`src/design/epw_consts.svh`:
```
// constants for the eeprom page-write and write-protect block
// assumes a 50 MHz system clock and an spi link sampled by it
`ifndef EPW_CONSTS_SVH
`define EPW_CONSTS_SVH

// opcodes, with bit 3 masked off before comparing
`define EPW_OPC_MASK 8'hf7
`define EPW_OPC_LATCH_SET 8'h06
`define EPW_OPC_LATCH_CLR 8'h04
`define EPW_OPC_STATUS_READ 8'h05
`define EPW_OPC_STATUS_WRITE 8'h01
`define EPW_OPC_WRITE 8'h02

// address layout
`define EPW_ADDR_W 14
`define EPW_PAGE_W 8
`define EPW_OFS_W 6
`define EPW_PAGE_BYTES 64
`define EPW_ADDR_LAST_BIT 4'hf

// status byte field positions
`define EPW_SR_ARM_BIT 7
`define EPW_SR_BG1_BIT 3
`define EPW_SR_BG0_BIT 2

// reset values of the status bits
`define EPW_RST_ARM 1'b0
`define EPW_RST_BG 2'h0
`define EPW_RST_LATCH 1'b0

// write cycle time
`define EPW_TWC_US 5000
`define EPW_CLK_MHZ 50
`define EPW_TWC_CYCLES (`EPW_TWC_US * `EPW_CLK_MHZ)

// commit fifo shape
`define EPW_FIFO_DEPTH 16
`define EPW_FIFO_WIDTH 22

`endif

```
`src/design/epw_pkg.sv`:
```
// types shared by the eeprom page-write block
// assumes epw_consts.svh for the numeric constants
package epw_pkg;

  // link decoder phases
  typedef enum logic [2:0] {
    LK_IDLE,
    LK_OPC,
    LK_ADDR,
    LK_DATA,
    LK_SKIP
  } epw_link_e;

  // command captured for the end of the transaction
  typedef enum logic [2:0] {
    CMD_NONE,
    CMD_LATCH_SET,
    CMD_LATCH_CLR,
    CMD_STATUS_WRITE,
    CMD_WRITE
  } epw_cmd_e;

  // internal write cycle phases
  typedef enum logic [1:0] {
    WC_IDLE,
    WC_SCAN,
    WC_WAIT
  } epw_wc_e;

endpackage

```
`src/design/epw_sync.sv`:
```
// three-stage synchroniser with agreement filter for one pin
// assumes an asynchronous pin; output changes when stages two and three agree
`timescale 1ns/1ps
module epw_sync #(
  parameter logic RST_VAL = 1'b0
) (
  input wire logic clk_in,
  input wire logic rst_b_in,
  input wire logic pin_in,
  output logic lvl_out
);

  logic s1_q;
  logic s2_q;
  logic s3_q;

  // shift chain, then accept only an agreed level
  always_ff @(posedge clk_in or negedge rst_b_in)
  begin
    if (!rst_b_in)
    begin
      s1_q <= RST_VAL;
      s2_q <= RST_VAL;
      s3_q <= RST_VAL;
      lvl_out <= RST_VAL;
    end
    else
    begin
      s1_q <= pin_in;
      s2_q <= s1_q;
      s3_q <= s2_q;
      if (s2_q == s3_q)
        lvl_out <= s3_q;
    end
  end

endmodule

```
`src/design/epw_fifo.sv`:
```
// synchronous fifo with valid/ready on both sides
// assumes one clock; width and depth are parameters, depth a power of two
`timescale 1ns/1ps
module epw_fifo #(
  parameter int WIDTH = 22,
  parameter int DEPTH = 16
) (
  input wire logic clk_in,
  input wire logic rst_b_in,
  input wire logic in_valid_in,
  output logic in_ready_out,
  input wire logic [WIDTH-1:0] in_data_in,
  output logic out_valid_out,
  input wire logic out_ready_in,
  output logic [WIDTH-1:0] out_data_out
);

  localparam int AW = $clog2(DEPTH);

  logic [WIDTH-1:0] mem [0:DEPTH-1];
  logic [AW:0] wr_q;
  logic [AW:0] rd_q;
  logic push;
  logic pop;
  logic full;
  logic empty;

  // full when pointers differ only in the wrap bit
  assign full = (wr_q[AW] != rd_q[AW]) && (wr_q[AW-1:0] == rd_q[AW-1:0]);
  assign empty = (wr_q == rd_q);
  assign in_ready_out = ~full;
  assign out_valid_out = ~empty;
  assign out_data_out = mem[rd_q[AW-1:0]];
  assign push = in_valid_in & ~full;
  assign pop = out_ready_in & ~empty;

  // pointers
  always_ff @(posedge clk_in or negedge rst_b_in)
  begin
    if (!rst_b_in)
    begin
      wr_q <= '0;
      rd_q <= '0;
    end
    else
    begin
      if (push)
        wr_q <= wr_q + 1'b1;
      if (pop)
        rd_q <= rd_q + 1'b1;
    end
  end

  // storage, no reset needed
  always_ff @(posedge clk_in)
  begin
    if (push)
      mem[wr_q[AW-1:0]] <= in_data_in;
  end

endmodule

```
`src/design/epw_top.sv`:
```
// page-write and write-protect logic of a serial eeprom behind an spi link
// assumes spi pins asynchronous to ref_clk_in; array writes leave by a
// valid/ready port; status-read answer and hold are handled elsewhere
`timescale 1ns/1ps
`include "epw_consts.svh"

module epw_top #(
  parameter int TWC_CYCLES = `EPW_TWC_CYCLES
) (
  input wire logic ref_clk_in,
  input wire logic rst_b_in,
  input wire logic spi_sck_in,
  input wire logic spi_cs_b_in,
  input wire logic spi_mosi_in,
  input wire logic protect_b_in,
  input wire logic mem_wr_ready_in,
  output logic mem_wr_valid_out,
  output logic [`EPW_ADDR_W-1:0] mem_wr_addr_out,
  output logic [7:0] mem_wr_data_out,
  output logic write_latch_out,
  output logic hw_protect_arm_out,
  output logic block_guard_bit0_out,
  output logic block_guard_bit1_out,
  output logic hw_protect_on_out,
  output logic busy_out
);

  import epw_pkg::*;

  logic sck_lvl;
  logic cs_b_lvl;
  logic mosi_lvl;
  logic prot_b_lvl;
  logic sck_prev_q;
  logic cs_prev_q;

  epw_link_e lk_q;
  epw_link_e lk_d;
  epw_cmd_e cmd_q;
  epw_wc_e wc_q;
  logic [3:0] cnt_q;
  logic [7:0] shift_q;
  logic [15:0] addr_q;
  logic [`EPW_PAGE_W-1:0] page_q;
  logic [`EPW_OFS_W-1:0] ptr_q;
  logic got_data_q;
  logic [7:0] sr_new_q;
  logic [`EPW_PAGE_BYTES-1:0] valid_q;
  logic [7:0] pbuf [0:`EPW_PAGE_BYTES-1];
  logic [`EPW_OFS_W-1:0] scan_q;
  logic [17:0] timer_q;
  logic sr_pend_q;
  logic latch_q;
  logic arm_q;
  logic [1:0] bg_q;

  // pin synchronisers; chip select idles high
  epw_sync #(.RST_VAL(1'b0)) u_sync_sck (
    .clk_in(ref_clk_in), .rst_b_in(rst_b_in),
    .pin_in(spi_sck_in), .lvl_out(sck_lvl));
  epw_sync #(.RST_VAL(1'b1)) u_sync_cs (
    .clk_in(ref_clk_in), .rst_b_in(rst_b_in),
    .pin_in(spi_cs_b_in), .lvl_out(cs_b_lvl));
  epw_sync #(.RST_VAL(1'b0)) u_sync_mosi (
    .clk_in(ref_clk_in), .rst_b_in(rst_b_in),
    .pin_in(spi_mosi_in), .lvl_out(mosi_lvl));
  epw_sync #(.RST_VAL(1'b1)) u_sync_prot (
    .clk_in(ref_clk_in), .rst_b_in(rst_b_in),
    .pin_in(protect_b_in), .lvl_out(prot_b_lvl));

  // edge detection on the filtered link levels
  logic sck_rise;
  logic cs_fall;
  logic cs_rise;
  logic bit_take;
  logic byte_done;
  logic addr_done;
  logic [7:0] shift_d;
  logic [15:0] addr_d;
  logic [7:0] opc;
  logic busy;
  assign sck_rise = sck_lvl & ~sck_prev_q;
  assign cs_fall = ~cs_b_lvl & cs_prev_q;
  assign cs_rise = cs_b_lvl & ~cs_prev_q;
  assign bit_take = sck_rise & ~cs_b_lvl;
  assign shift_d = {shift_q[6:0], mosi_lvl}; // msb first
  assign addr_d = {addr_q[14:0], mosi_lvl};
  assign byte_done = bit_take & (cnt_q[2:0] == 3'h7);
  assign addr_done = bit_take & (lk_q == LK_ADDR) &
    (cnt_q == `EPW_ADDR_LAST_BIT);
  assign opc = shift_d & `EPW_OPC_MASK;
  assign busy = (wc_q != WC_IDLE);

  // opcode decode
  logic is_set;
  logic is_clr;
  logic is_srw;
  logic is_wr;
  assign is_set = (opc == `EPW_OPC_LATCH_SET);
  assign is_clr = (opc == `EPW_OPC_LATCH_CLR);
  assign is_srw = (opc == `EPW_OPC_STATUS_WRITE);
  assign is_wr = (opc == `EPW_OPC_WRITE);

  // protection terms
  logic hw_on;
  logic opc_end;
  assign hw_on = arm_q & ~prot_b_lvl;
  assign opc_end = byte_done & (lk_q == LK_OPC) & ~busy;

  // link phase sequencing
  always_comb
  begin
    lk_d = lk_q;
    case (lk_q)
      LK_IDLE:
        if (cs_fall)
          lk_d = LK_OPC;
      LK_OPC:
        if (byte_done)
        begin
          if (busy)
            lk_d = LK_SKIP;
          else if (is_wr)
            lk_d = LK_ADDR;
          else if (is_srw)
            lk_d = LK_DATA;
          else
            lk_d = LK_SKIP;
        end
      LK_ADDR:
        if (addr_done)
          lk_d = LK_DATA;
      LK_DATA:
        lk_d = LK_DATA;
      LK_SKIP:
        lk_d = LK_SKIP;
      default:
        lk_d = LK_IDLE;
    endcase
    if (cs_b_lvl)
      lk_d = LK_IDLE;
  end

  // link registers
  always_ff @(posedge ref_clk_in or negedge rst_b_in)
  begin
    if (!rst_b_in)
    begin
      sck_prev_q <= 1'b0;
      cs_prev_q <= 1'b1;
      lk_q <= LK_IDLE;
      cnt_q <= 4'h0;
      shift_q <= 8'h00;
      addr_q <= 16'h0000;
    end
    else
    begin
      sck_prev_q <= sck_lvl;
      cs_prev_q <= cs_b_lvl;
      lk_q <= lk_d;
      if (cs_fall)
        cnt_q <= 4'h0;
      else if (bit_take)
        cnt_q <= (byte_done && lk_q == LK_OPC) ? 4'h0 : cnt_q + 4'h1;
      if (bit_take)
        shift_q <= shift_d;
      if (bit_take && lk_q == LK_ADDR)
        addr_q <= addr_d;
    end
  end

  // command capture and data landing
  logic land;
  assign land = byte_done & (lk_q == LK_DATA);
  always_ff @(posedge ref_clk_in or negedge rst_b_in)
  begin
    if (!rst_b_in)
    begin
      cmd_q <= CMD_NONE;
      page_q <= '0;
      ptr_q <= '0;
      got_data_q <= 1'b0;
      sr_new_q <= 8'h00;
    end
    else
    begin
      if (cs_fall)
      begin
        cmd_q <= CMD_NONE;
        got_data_q <= 1'b0;
      end
      else if (opc_end)
      begin
        if (is_set)
          cmd_q <= CMD_LATCH_SET;
        else if (is_clr)
          cmd_q <= CMD_LATCH_CLR;
        else if (is_srw)
          cmd_q <= CMD_STATUS_WRITE;
        else if (is_wr)
          cmd_q <= CMD_WRITE;
        else
          cmd_q <= CMD_NONE;
      end
      if (addr_done)
      begin
        page_q <= addr_d[`EPW_ADDR_W-1:`EPW_OFS_W];
        ptr_q <= addr_d[`EPW_OFS_W-1:0];
      end
      else if (land && cmd_q == CMD_WRITE)
        ptr_q <= ptr_q + 6'h01; // wraps inside the page
      if (land)
        got_data_q <= 1'b1;
      if (land && cmd_q == CMD_STATUS_WRITE && !got_data_q)
        sr_new_q <= shift_d;
    end
  end

  // page buffer valid mask, cleared at each write opcode taken while not busy
  always_ff @(posedge ref_clk_in or negedge rst_b_in)
  begin
    if (!rst_b_in)
      valid_q <= '0;
    else if (opc_end && is_wr)
      valid_q <= '0;
    else if (land && cmd_q == CMD_WRITE)
      valid_q[ptr_q] <= 1'b1;
  end

  // page buffer data; later bytes overwrite earlier ones
  always_ff @(posedge ref_clk_in)
  begin
    if (land && cmd_q == CMD_WRITE)
      pbuf[ptr_q] <= shift_d;
  end

  // end-of-transaction decisions
  logic start_wr;
  logic start_sr;
  logic fifo_in_ready;
  logic scan_prot;
  logic push;
  logic advance;
  logic scan_last;
  logic wait_done;
  logic [`EPW_ADDR_W-1:0] scan_addr;
  assign start_wr = cs_rise & (cmd_q == CMD_WRITE) & got_data_q &
    latch_q;
  assign start_sr = cs_rise & (cmd_q == CMD_STATUS_WRITE) & got_data_q &
    latch_q & ~hw_on;
  assign scan_addr = {page_q, scan_q};
  assign scan_prot = (bg_q == 2'h3) |
    ((bg_q == 2'h2) & scan_addr[13]) |
    ((bg_q == 2'h1) & (scan_addr[13:12] == 2'h3));
  assign push = (wc_q == WC_SCAN) & valid_q[scan_q] & ~scan_prot;
  assign advance = (wc_q == WC_SCAN) & (~push | fifo_in_ready);
  assign scan_last = (scan_q == 6'h3f);
  assign wait_done = (wc_q == WC_WAIT) &
    (timer_q == 18'(TWC_CYCLES - 1));

  // internal write cycle: scan the page on a page write, then hold busy for the cycle time
  always_ff @(posedge ref_clk_in or negedge rst_b_in)
  begin
    if (!rst_b_in)
    begin
      wc_q <= WC_IDLE;
      scan_q <= '0;
      timer_q <= 18'h00000;
      sr_pend_q <= 1'b0;
    end
    else
    begin
      case (wc_q)
        WC_IDLE:
        begin
          scan_q <= '0;
          timer_q <= 18'h00000;
          if (start_wr)
            wc_q <= WC_SCAN;
          else if (start_sr)
          begin
            wc_q <= WC_WAIT;
            sr_pend_q <= 1'b1;
          end
        end
        WC_SCAN:
          if (advance)
          begin
            scan_q <= scan_q + 6'h01;
            if (scan_last)
              wc_q <= WC_WAIT;
          end
        WC_WAIT:
        begin
          timer_q <= timer_q + 18'h00001;
          if (wait_done)
          begin
            wc_q <= WC_IDLE;
            sr_pend_q <= 1'b0;
          end
        end
        default:
          wc_q <= WC_IDLE;
      endcase
    end
  end

  // write latch and nonvolatile status bits
  always_ff @(posedge ref_clk_in or negedge rst_b_in)
  begin
    if (!rst_b_in)
    begin
      latch_q <= `EPW_RST_LATCH;
      arm_q <= `EPW_RST_ARM;
      bg_q <= `EPW_RST_BG;
    end
    else
    begin
      if (wait_done)
        latch_q <= 1'b0;
      else if (cs_rise && cmd_q == CMD_LATCH_SET)
        latch_q <= 1'b1;
      else if (cs_rise && cmd_q == CMD_LATCH_CLR)
        latch_q <= 1'b0;
      if (wait_done && sr_pend_q)
      begin
        arm_q <= sr_new_q[`EPW_SR_ARM_BIT];
        bg_q <= {sr_new_q[`EPW_SR_BG1_BIT], sr_new_q[`EPW_SR_BG0_BIT]};
      end
    end
  end

  // commit fifo between page scan and the array port
  logic [`EPW_FIFO_WIDTH-1:0] fifo_out_data;
  logic fifo_out_valid;
  logic fifo_out_ready;
  assign fifo_out_ready = ~mem_wr_valid_out | mem_wr_ready_in;
  epw_fifo #(.WIDTH(`EPW_FIFO_WIDTH), .DEPTH(`EPW_FIFO_DEPTH)) u_fifo (
    .clk_in(ref_clk_in),
    .rst_b_in(rst_b_in),
    .in_valid_in(push),
    .in_ready_out(fifo_in_ready),
    .in_data_in({scan_addr, pbuf[scan_q]}),
    .out_valid_out(fifo_out_valid),
    .out_ready_in(fifo_out_ready),
    .out_data_out(fifo_out_data)
  );

  // registered array port and status outputs
  always_ff @(posedge ref_clk_in or negedge rst_b_in)
  begin
    if (!rst_b_in)
    begin
      mem_wr_valid_out <= 1'b0;
      mem_wr_addr_out <= '0;
      mem_wr_data_out <= 8'h00;
      write_latch_out <= `EPW_RST_LATCH;
      hw_protect_arm_out <= `EPW_RST_ARM;
      block_guard_bit0_out <= 1'b0;
      block_guard_bit1_out <= 1'b0;
      hw_protect_on_out <= 1'b0;
      busy_out <= 1'b0;
    end
    else
    begin
      if (fifo_out_ready)
      begin
        mem_wr_valid_out <= fifo_out_valid;
        mem_wr_addr_out <= fifo_out_data[21:8];
        mem_wr_data_out <= fifo_out_data[7:0];
      end
      write_latch_out <= latch_q;
      hw_protect_arm_out <= arm_q;
      block_guard_bit0_out <= bg_q[0];
      block_guard_bit1_out <= bg_q[1];
      hw_protect_on_out <= hw_on;
      busy_out <= busy;
    end
  end

endmodule

```
`config.mk`:
```
export PLATFORM = sky130hd
export DESIGN_NAME = epw_top
export DESIGN_NICKNAME = d
export VERILOG_FILES = /design/src/design/epw_pkg.sv /design/src/design/epw_sync.sv /design/src/design/epw_fifo.sv /design/src/design/epw_top.sv
export VERILOG_INCLUDE_DIRS = /design/src /design/src/design
export SDC_FILE = /design/constraint.sdc
export NUM_CORES = 1
export LEC_CHECK = 0
export BUFFER_PORTS_ARGS = -buffer_cell sky130_fd_sc_hd__buf_2
export CAP_MARGIN = 20
export CORE_MARGIN = 2
export CORE_UTILIZATION = 38
export CTS_BUF_LIST = sky130_fd_sc_hd__clkbuf_8 sky130_fd_sc_hd__clkbuf_16
export DETAILED_ROUTE_END_ITERATION = 12
export SLEW_MARGIN = 15
export SYNTH_ARGS = -nofsm -noshare
export SYNTH_HDL_FRONTEND = slang
export SYNTH_SLANG_ARGS = --single-unit
```
`constraint.sdc`:
```
create_clock -name ref_clk_in -period 4.6 [get_ports ref_clk_in]
set_input_delay 0.46 -clock ref_clk_in [delete_from_list [all_inputs] [get_ports ref_clk_in]]
set_output_delay 0.46 -clock ref_clk_in [all_outputs]
set_load 0.1 [all_outputs]
```
* Yosys cells after proc, flatten, opt, wreduce, memory -nomap -nowiden
Memories as Yosys holds them, arrays and structs flattened. A register that Yosys moved wholly into a read port is not among the register bits.
Cells that the tools add are included.
** Storage, ports and cells
- Input port bits :: 7
- Output and inout port bits :: 29
- Memories :: 2
- Flip-flop bits (word level) :: 183
- Word-level logic and storage cells :: 210
- RAM bits :: 864
** Memories
- pbuf :: words 64, bits a word 8, read ports 1, clocked after memory_dff 0, wr ports 1, line epw_top.sv:49 : logic [7:0] pbuf [0:`EPW_PAGE_BYTES-1];
- u_fifo.mem :: words 16, bits a word 22, read ports 1, clocked after memory_dff 1, wr ports 1, line epw_fifo.sv:20 : logic [WIDTH-1:0] mem [0:DEPTH-1];
** Operators by class
- $add $sub $neg :: 6
- Bitwise operators :: 42
- Reductions and logical operators :: 28
- Multiplexer cells :: 47
- Magnitude comparators :: 3
- Equality and inequality tests :: 38
** Operators by type and width (number)
- two-way mux 64 bit :: 2
- bitwise OR 64 bit :: 1
- two-way mux 3 bit :: 13
- one-hot mux 18 bit (2 select lines) :: 1
- AND 1 bit :: 26
- adder 18 x 1 -> 18 bit (second input constant) :: 1
- == test 18 bit (second input constant) :: 1
- two-way mux 6 bit :: 3
- nonzero test 2 bit :: 8
- one-hot mux 3 bit (5 select lines) :: 1
- == test 7 x 3 -> 1 bit (second input constant) :: 2
- < comparator 6 x 7 -> 1 bit (second input constant) :: 2
- two-way mux 1 bit :: 14
- adder 6 x 1 -> 6 bit (second input constant) :: 2
- == test 3 x 2 -> 1 bit (second input constant) :: 4
- two-way mux 4 bit :: 3
- one-hot mux 6 bit (2 select lines) :: 1
- logical AND 1 bit :: 11
- inverter 1 bit :: 11
- adder 5 x 1 -> 5 bit (second input constant) :: 2
- two-way mux 2 bit :: 5
- inequality test 2 bit (second input constant) :: 5
- == test 3 bit (second input constant) :: 3
- inequality test 3 x 2 -> 1 bit (second input constant) :: 3
- 26 further kinds :: 39

* Longest topological paths before layout
- Depth in word-level cells :: 11
- Mapped depth :: 12
- Depth with buffers taken out :: 8

* By module
Synthesis repeated with hierarchy kept, for this count alone.
** Unflattened totals
- Cell total of the unflattened synthesis :: 2243
- Area, all modules :: 41817.6 um2
** By module, submodules not included
- epw_top :: times used 1, area an instance 27507.6 um2, cells each 1601, seq. area each 19730.2 um2
- epw_fifo :: times used 1, area an instance 13854.5 um2, cells each 622, seq. area each 10820.4 um2
- epw_sync at u_sync_cs ... :: times used 2, area an instance 116.4 um2, cells each 5, seq. area each 105.1 um2
- epw_sync at u_sync_mosi ... :: times used 2, area an instance 111.4 um2, cells each 5, seq. area each 100.1 um2

* Worst setup path before layout
OpenSTA, ideal clock, no wires.
- Path kind :: flip-flop to flip-flop
- Start :: register scan_q[0]
- End :: memory u_fifo.mem[0][0] (enable)
- Setup slack :: 0.464 ns
- Stages on the path, launching flop included :: 11
- Data arrival time :: 3.707 ns
- Path buffers :: 3
- Cells stage by stage :: dfrtp_1 > buf_6 > buf_12 > mux2_1 > o221ai_1 > a2111o_1 > nor4_2 > a22o_1 > buf_4 > nand2_1 > nor3_1
** Between the ends
- Cells in the longest elaborated chain, start to end :: 7
** Ends and longest elaborated chain
- start, declared :: line epw_top.sv:50 : logic [`EPW_OFS_W-1:0] scan_q;
- start signal, assigned :: line epw_top.sv:289 : scan_q <= scan_q + 6'h01;
- binary-select mux 1 bit (select 6 bit) :: line epw_top.sv:255 : assign push = (wc_q == WC_SCAN) & valid_q[scan_q] & ~scan_prot;
- two-way mux 1 bit (implied by the code) :: line epw_top.sv:255
- AND 1 bit (2 in series) :: line epw_top.sv:255
- AND 1 bit :: line epw_fifo.sv:34 : assign push = in_valid_in & ~full;
- two-way mux 1 bit :: line epw_fifo.sv:57 : if (push)
- two-way mux 1 bit (implied by the code) :: line epw_fifo.sv:58 : mem[wr_q[AW-1:0]] <= in_data_in;
- end, declared :: line epw_fifo.sv:20
Every way passes these cells. The select of a mux whose other input is x is not followed.

* Final worst setup path
- Start :: register scan_q[0]
- End :: memory u_fifo.mem[2][0], data pin
** Between the ends
- Cells in the longest elaborated chain, start to end :: 1
** Ends and longest elaborated chain
- memory (64 x 8 bit)
- net u_fifo.in_data_in[0] :: line epw_fifo.sv:12 : input wire logic [WIDTH-1:0] in_data_in,
The timed path passes the listed nets, and every way through them passes these cells.

==> run metrics <==
outcome=completed; crit path DAT=4.34 ns; CP Capture Type=flop; die height=335.1 um; drt drc=0; top cell type's share of synthesized area=62.27%; CP Cell Sequence=buf_12 -> mux4_2 -> mux4_2 -> nor2b_1 -> a211oi_1 -> a31oi_1 -> buf_2; initial core utilization=38.28%; gr usage total=16.45%; Synth Area in Adders=0.3964%; post-synthesis compound-gate area fraction=2.745%; synthesis-to-finish area growth=13.47%; syn avg cell area=19.95 sq um; Port Buffers=35; WL met3=4568 um; xor/xnor share of the synthesized area=0.6096%; Reg-to-Reg End=u_fifo.mem[2][0]; peak supply drop=0.0003370 V; WP data required=4.98 ns; worst hold start=u_sync_mosi.s1_q; leakage power=15.03 nW; DRT iter0 DRCs=1873; largest family of logic cells by synthesized area=multiplexers; maximum clock frequency=0.2523 GHz; Buf/Inv on CP=2; gr ovfl total=0; asr flop ratio synth=18.80%; commonest non-fill, non-tap cell in the layout=edfxtp_1; Final Cycle Share=86.15%; Syn Inst Count=2088; DRT Pass-1 Iters=5; CTS root buf=clkbuf_16; R2R Setup Slk=0.64 ns; Primary FF master, synth=edfxtp_1; Die Width=335.1 um; hold endpoint=u_sync_mosi.s2_q; CTS sink count=1064; Nets=2210; DRT met1 WL=40210 um; most frequent cells in the layout=edfxtp_1 (864), mux4_2 (272), dfrtp_1 (176); Routed met2 length=44870 um; Gates resized, CTS repair=0; Core Area=0.1089 sq mm; first-pass GRT wire length=138200 um; CTS Buf Count=104; Max-Cap Viols=0; clock insertion delay at the later pin of the skew report=0.67 ns; critical path launch point type=flop; CTS tree=yes; final-report setup violation count=0; number of synthesized flops with an enable pin=864; Critical R2R Launch=scan_q[0]; RSZ-0062 raised after global routing=false; post-synth top area cell=edfxtp_1; Final min period=3.963 ns; io pins=36; WL per Instance=24.80 um; Power Density=466.3 mW/mm^2; warning count from the yosys run=0; row cnt=121; Critical-path top delay cell=dfrtp_4; htree depth=3; cell depth of the worst hold path=0; worst slew pin tran=1.114 ns; DR vias/cell=5.492; placer congestion estimate=0.8209; Mapped Area=0.04166 sq mm; sequential share of the synthesized area=74.31%; Worst path most repeated cell=mux4_2; overall power=0.02205 W; Routed WL=91600 um; initial antenna violation count=1; crit path kind=flop to flop; relative max-transition margin=25.46%; cell family with most CP delay=multiplexers; critical path's largest stage delay=0.84 ns; DR vias=20.28k; n_diodes=0; ANT nets after route=0; register bit total from synthesis=1064; highest routed layer=met4; R2R depth=7; number of global-route vias before repair=20.96k; post-DP HPWL=56380 um; share of cells above drive strength 1=27.73%; HP Class=flop to flop; critical-path maximum fanout=76; post-synth cell types=67; multiplexer area fraction after synthesis=16.52%; WP depth=7; Placed Cells=3490; Fin Clk Skew=0.03014 ns; utilization after layout=43.43%; Setup TNS Final=0 ns; post-synth net total=2105; die area=0.1123 sq mm; final hold viol count=0; Clock Tree Buf Depth=3; largest net degree at the start of global routing=101; largest cells by area after synthesis=edfxtp_1 (62%), mux4_2 (15%), dfrtp_1 (11%), o21a_1 (1.2%), mux2_2 (1.1%); Reg clk slew, reported paths=0.06 ns; Non-Filler Instances=3693; simple-gate area share of the yosys netlist=3.967%; Slew Viols, Final=0
## through the flow
stage,worst slack (ns),hold WS (ns),instance area (sq um)
6_report,0.6369,0.3501,47280
5_1_grt,0.5013,0.3566,47280
4_1_cts,0.6866,0.3535,47200
3_5_place_dp,0.7052,0.3393,43680
3_3_place_gp,0.7310,0.3398,43640
2_1_floorplan,0.4639,0.1644,41660
## power by group
part           internal [W]  switching, W  total [W]
clock network       0.00507       0.00354    0.00861
registers            0.0109      0.000219     0.0111
logic              0.000826       0.00150    0.00232
total                0.0168       0.00526     0.0220
## worst max path at each step
stage / start / endpoint
floorplan: scan_q[0] / u_fifo.mem[0][0]
global route: scan_q[0] / u_fifo.mem[0][0]
finish: scan_q[0] / u_fifo.mem[2][0]
global placement: scan_q[0] / u_fifo.mem[7][6]
detailed placement: scan_q[0] / u_fifo.mem[4][6]
CTS: scan_q[0] / u_fifo.mem[5][6]
## layer usage
metal / global-route usage, % / vias to the layer above
li1: - / 8629
met1: 23.41 / 10890
met2: 26.85 / 624
met3: 2.275 / 139
met4: 4.112 / 0
met5: 0 / -
## synth_stat cells, drive strengths merged, types with 10 or more instances
cell	number
edfxtp	864
mux4	274
dfrtp	191
nand2	120
nor2	113
o21a	64
buf	55
clkbuf	55
mux2	43
a21oi	28
mux2i	22
nor2b	19
o21ai	19
inv	17
nand3	16
nor3	16
xnor2	16
a211oi	13
xor2	13
nand2b	11
ha	10
nand4	10
## worst register-to-register path, delay by kind of cell (launching register included)
family	cells	cell delay, ns
multiplexers	2	1.22
buffers and inverters	2	0.84
flip-flops	1	0.84
AO/OA/AOI/OAI	2	0.61
AND/OR/NAND/NOR	1	0.17
## registers in the layout (all words and copies together) (netlist names), 4 cells and up
register and cells:
mem_wr_addr_out 14, u_fifo.wr_q 5, pbuf 512, scan_q 6
ptr_q 6, timer_q 18, cnt_q 4, page_q 8
addr_q 13, u_fifo.mem 352, shift_q 7, u_fifo.rd_q 5
valid_q 64, mem_wr_data_out 8
## cell type report
class	count	area, sq um
Clock buffer	112	2746
Clock inverter	80	728.2
Timing Repair Buffer	109	819.5
Sequential cell	1064	30990
Multi-Input combinational cell	897	10160
Tap cell	1414	1769
Fill cell	9241	61580
Inverter	17	63.81
## cell families after synthesis
| group | count (synthesis) |
|---|---|
| AO/OA/AOI/OAI | 162 |
| XOR/XNOR | 29 |
| adder cells (fa/ha/maj) | 14 |
| buffers and inverters | 127 |
| flip-flops | 1064 |
| multiplexers | 339 |
| AND/OR/NAND/NOR | 353 |
## timing repair
item                                    4_1_cts  5_1_grt
endpoints found under the setup margin        0        0
endpoints found under the hold margin        99        0
setup buffers                                 0        0
hold buffers                                  5        0
Note: power is estimated with default switching activity, not from simulation.
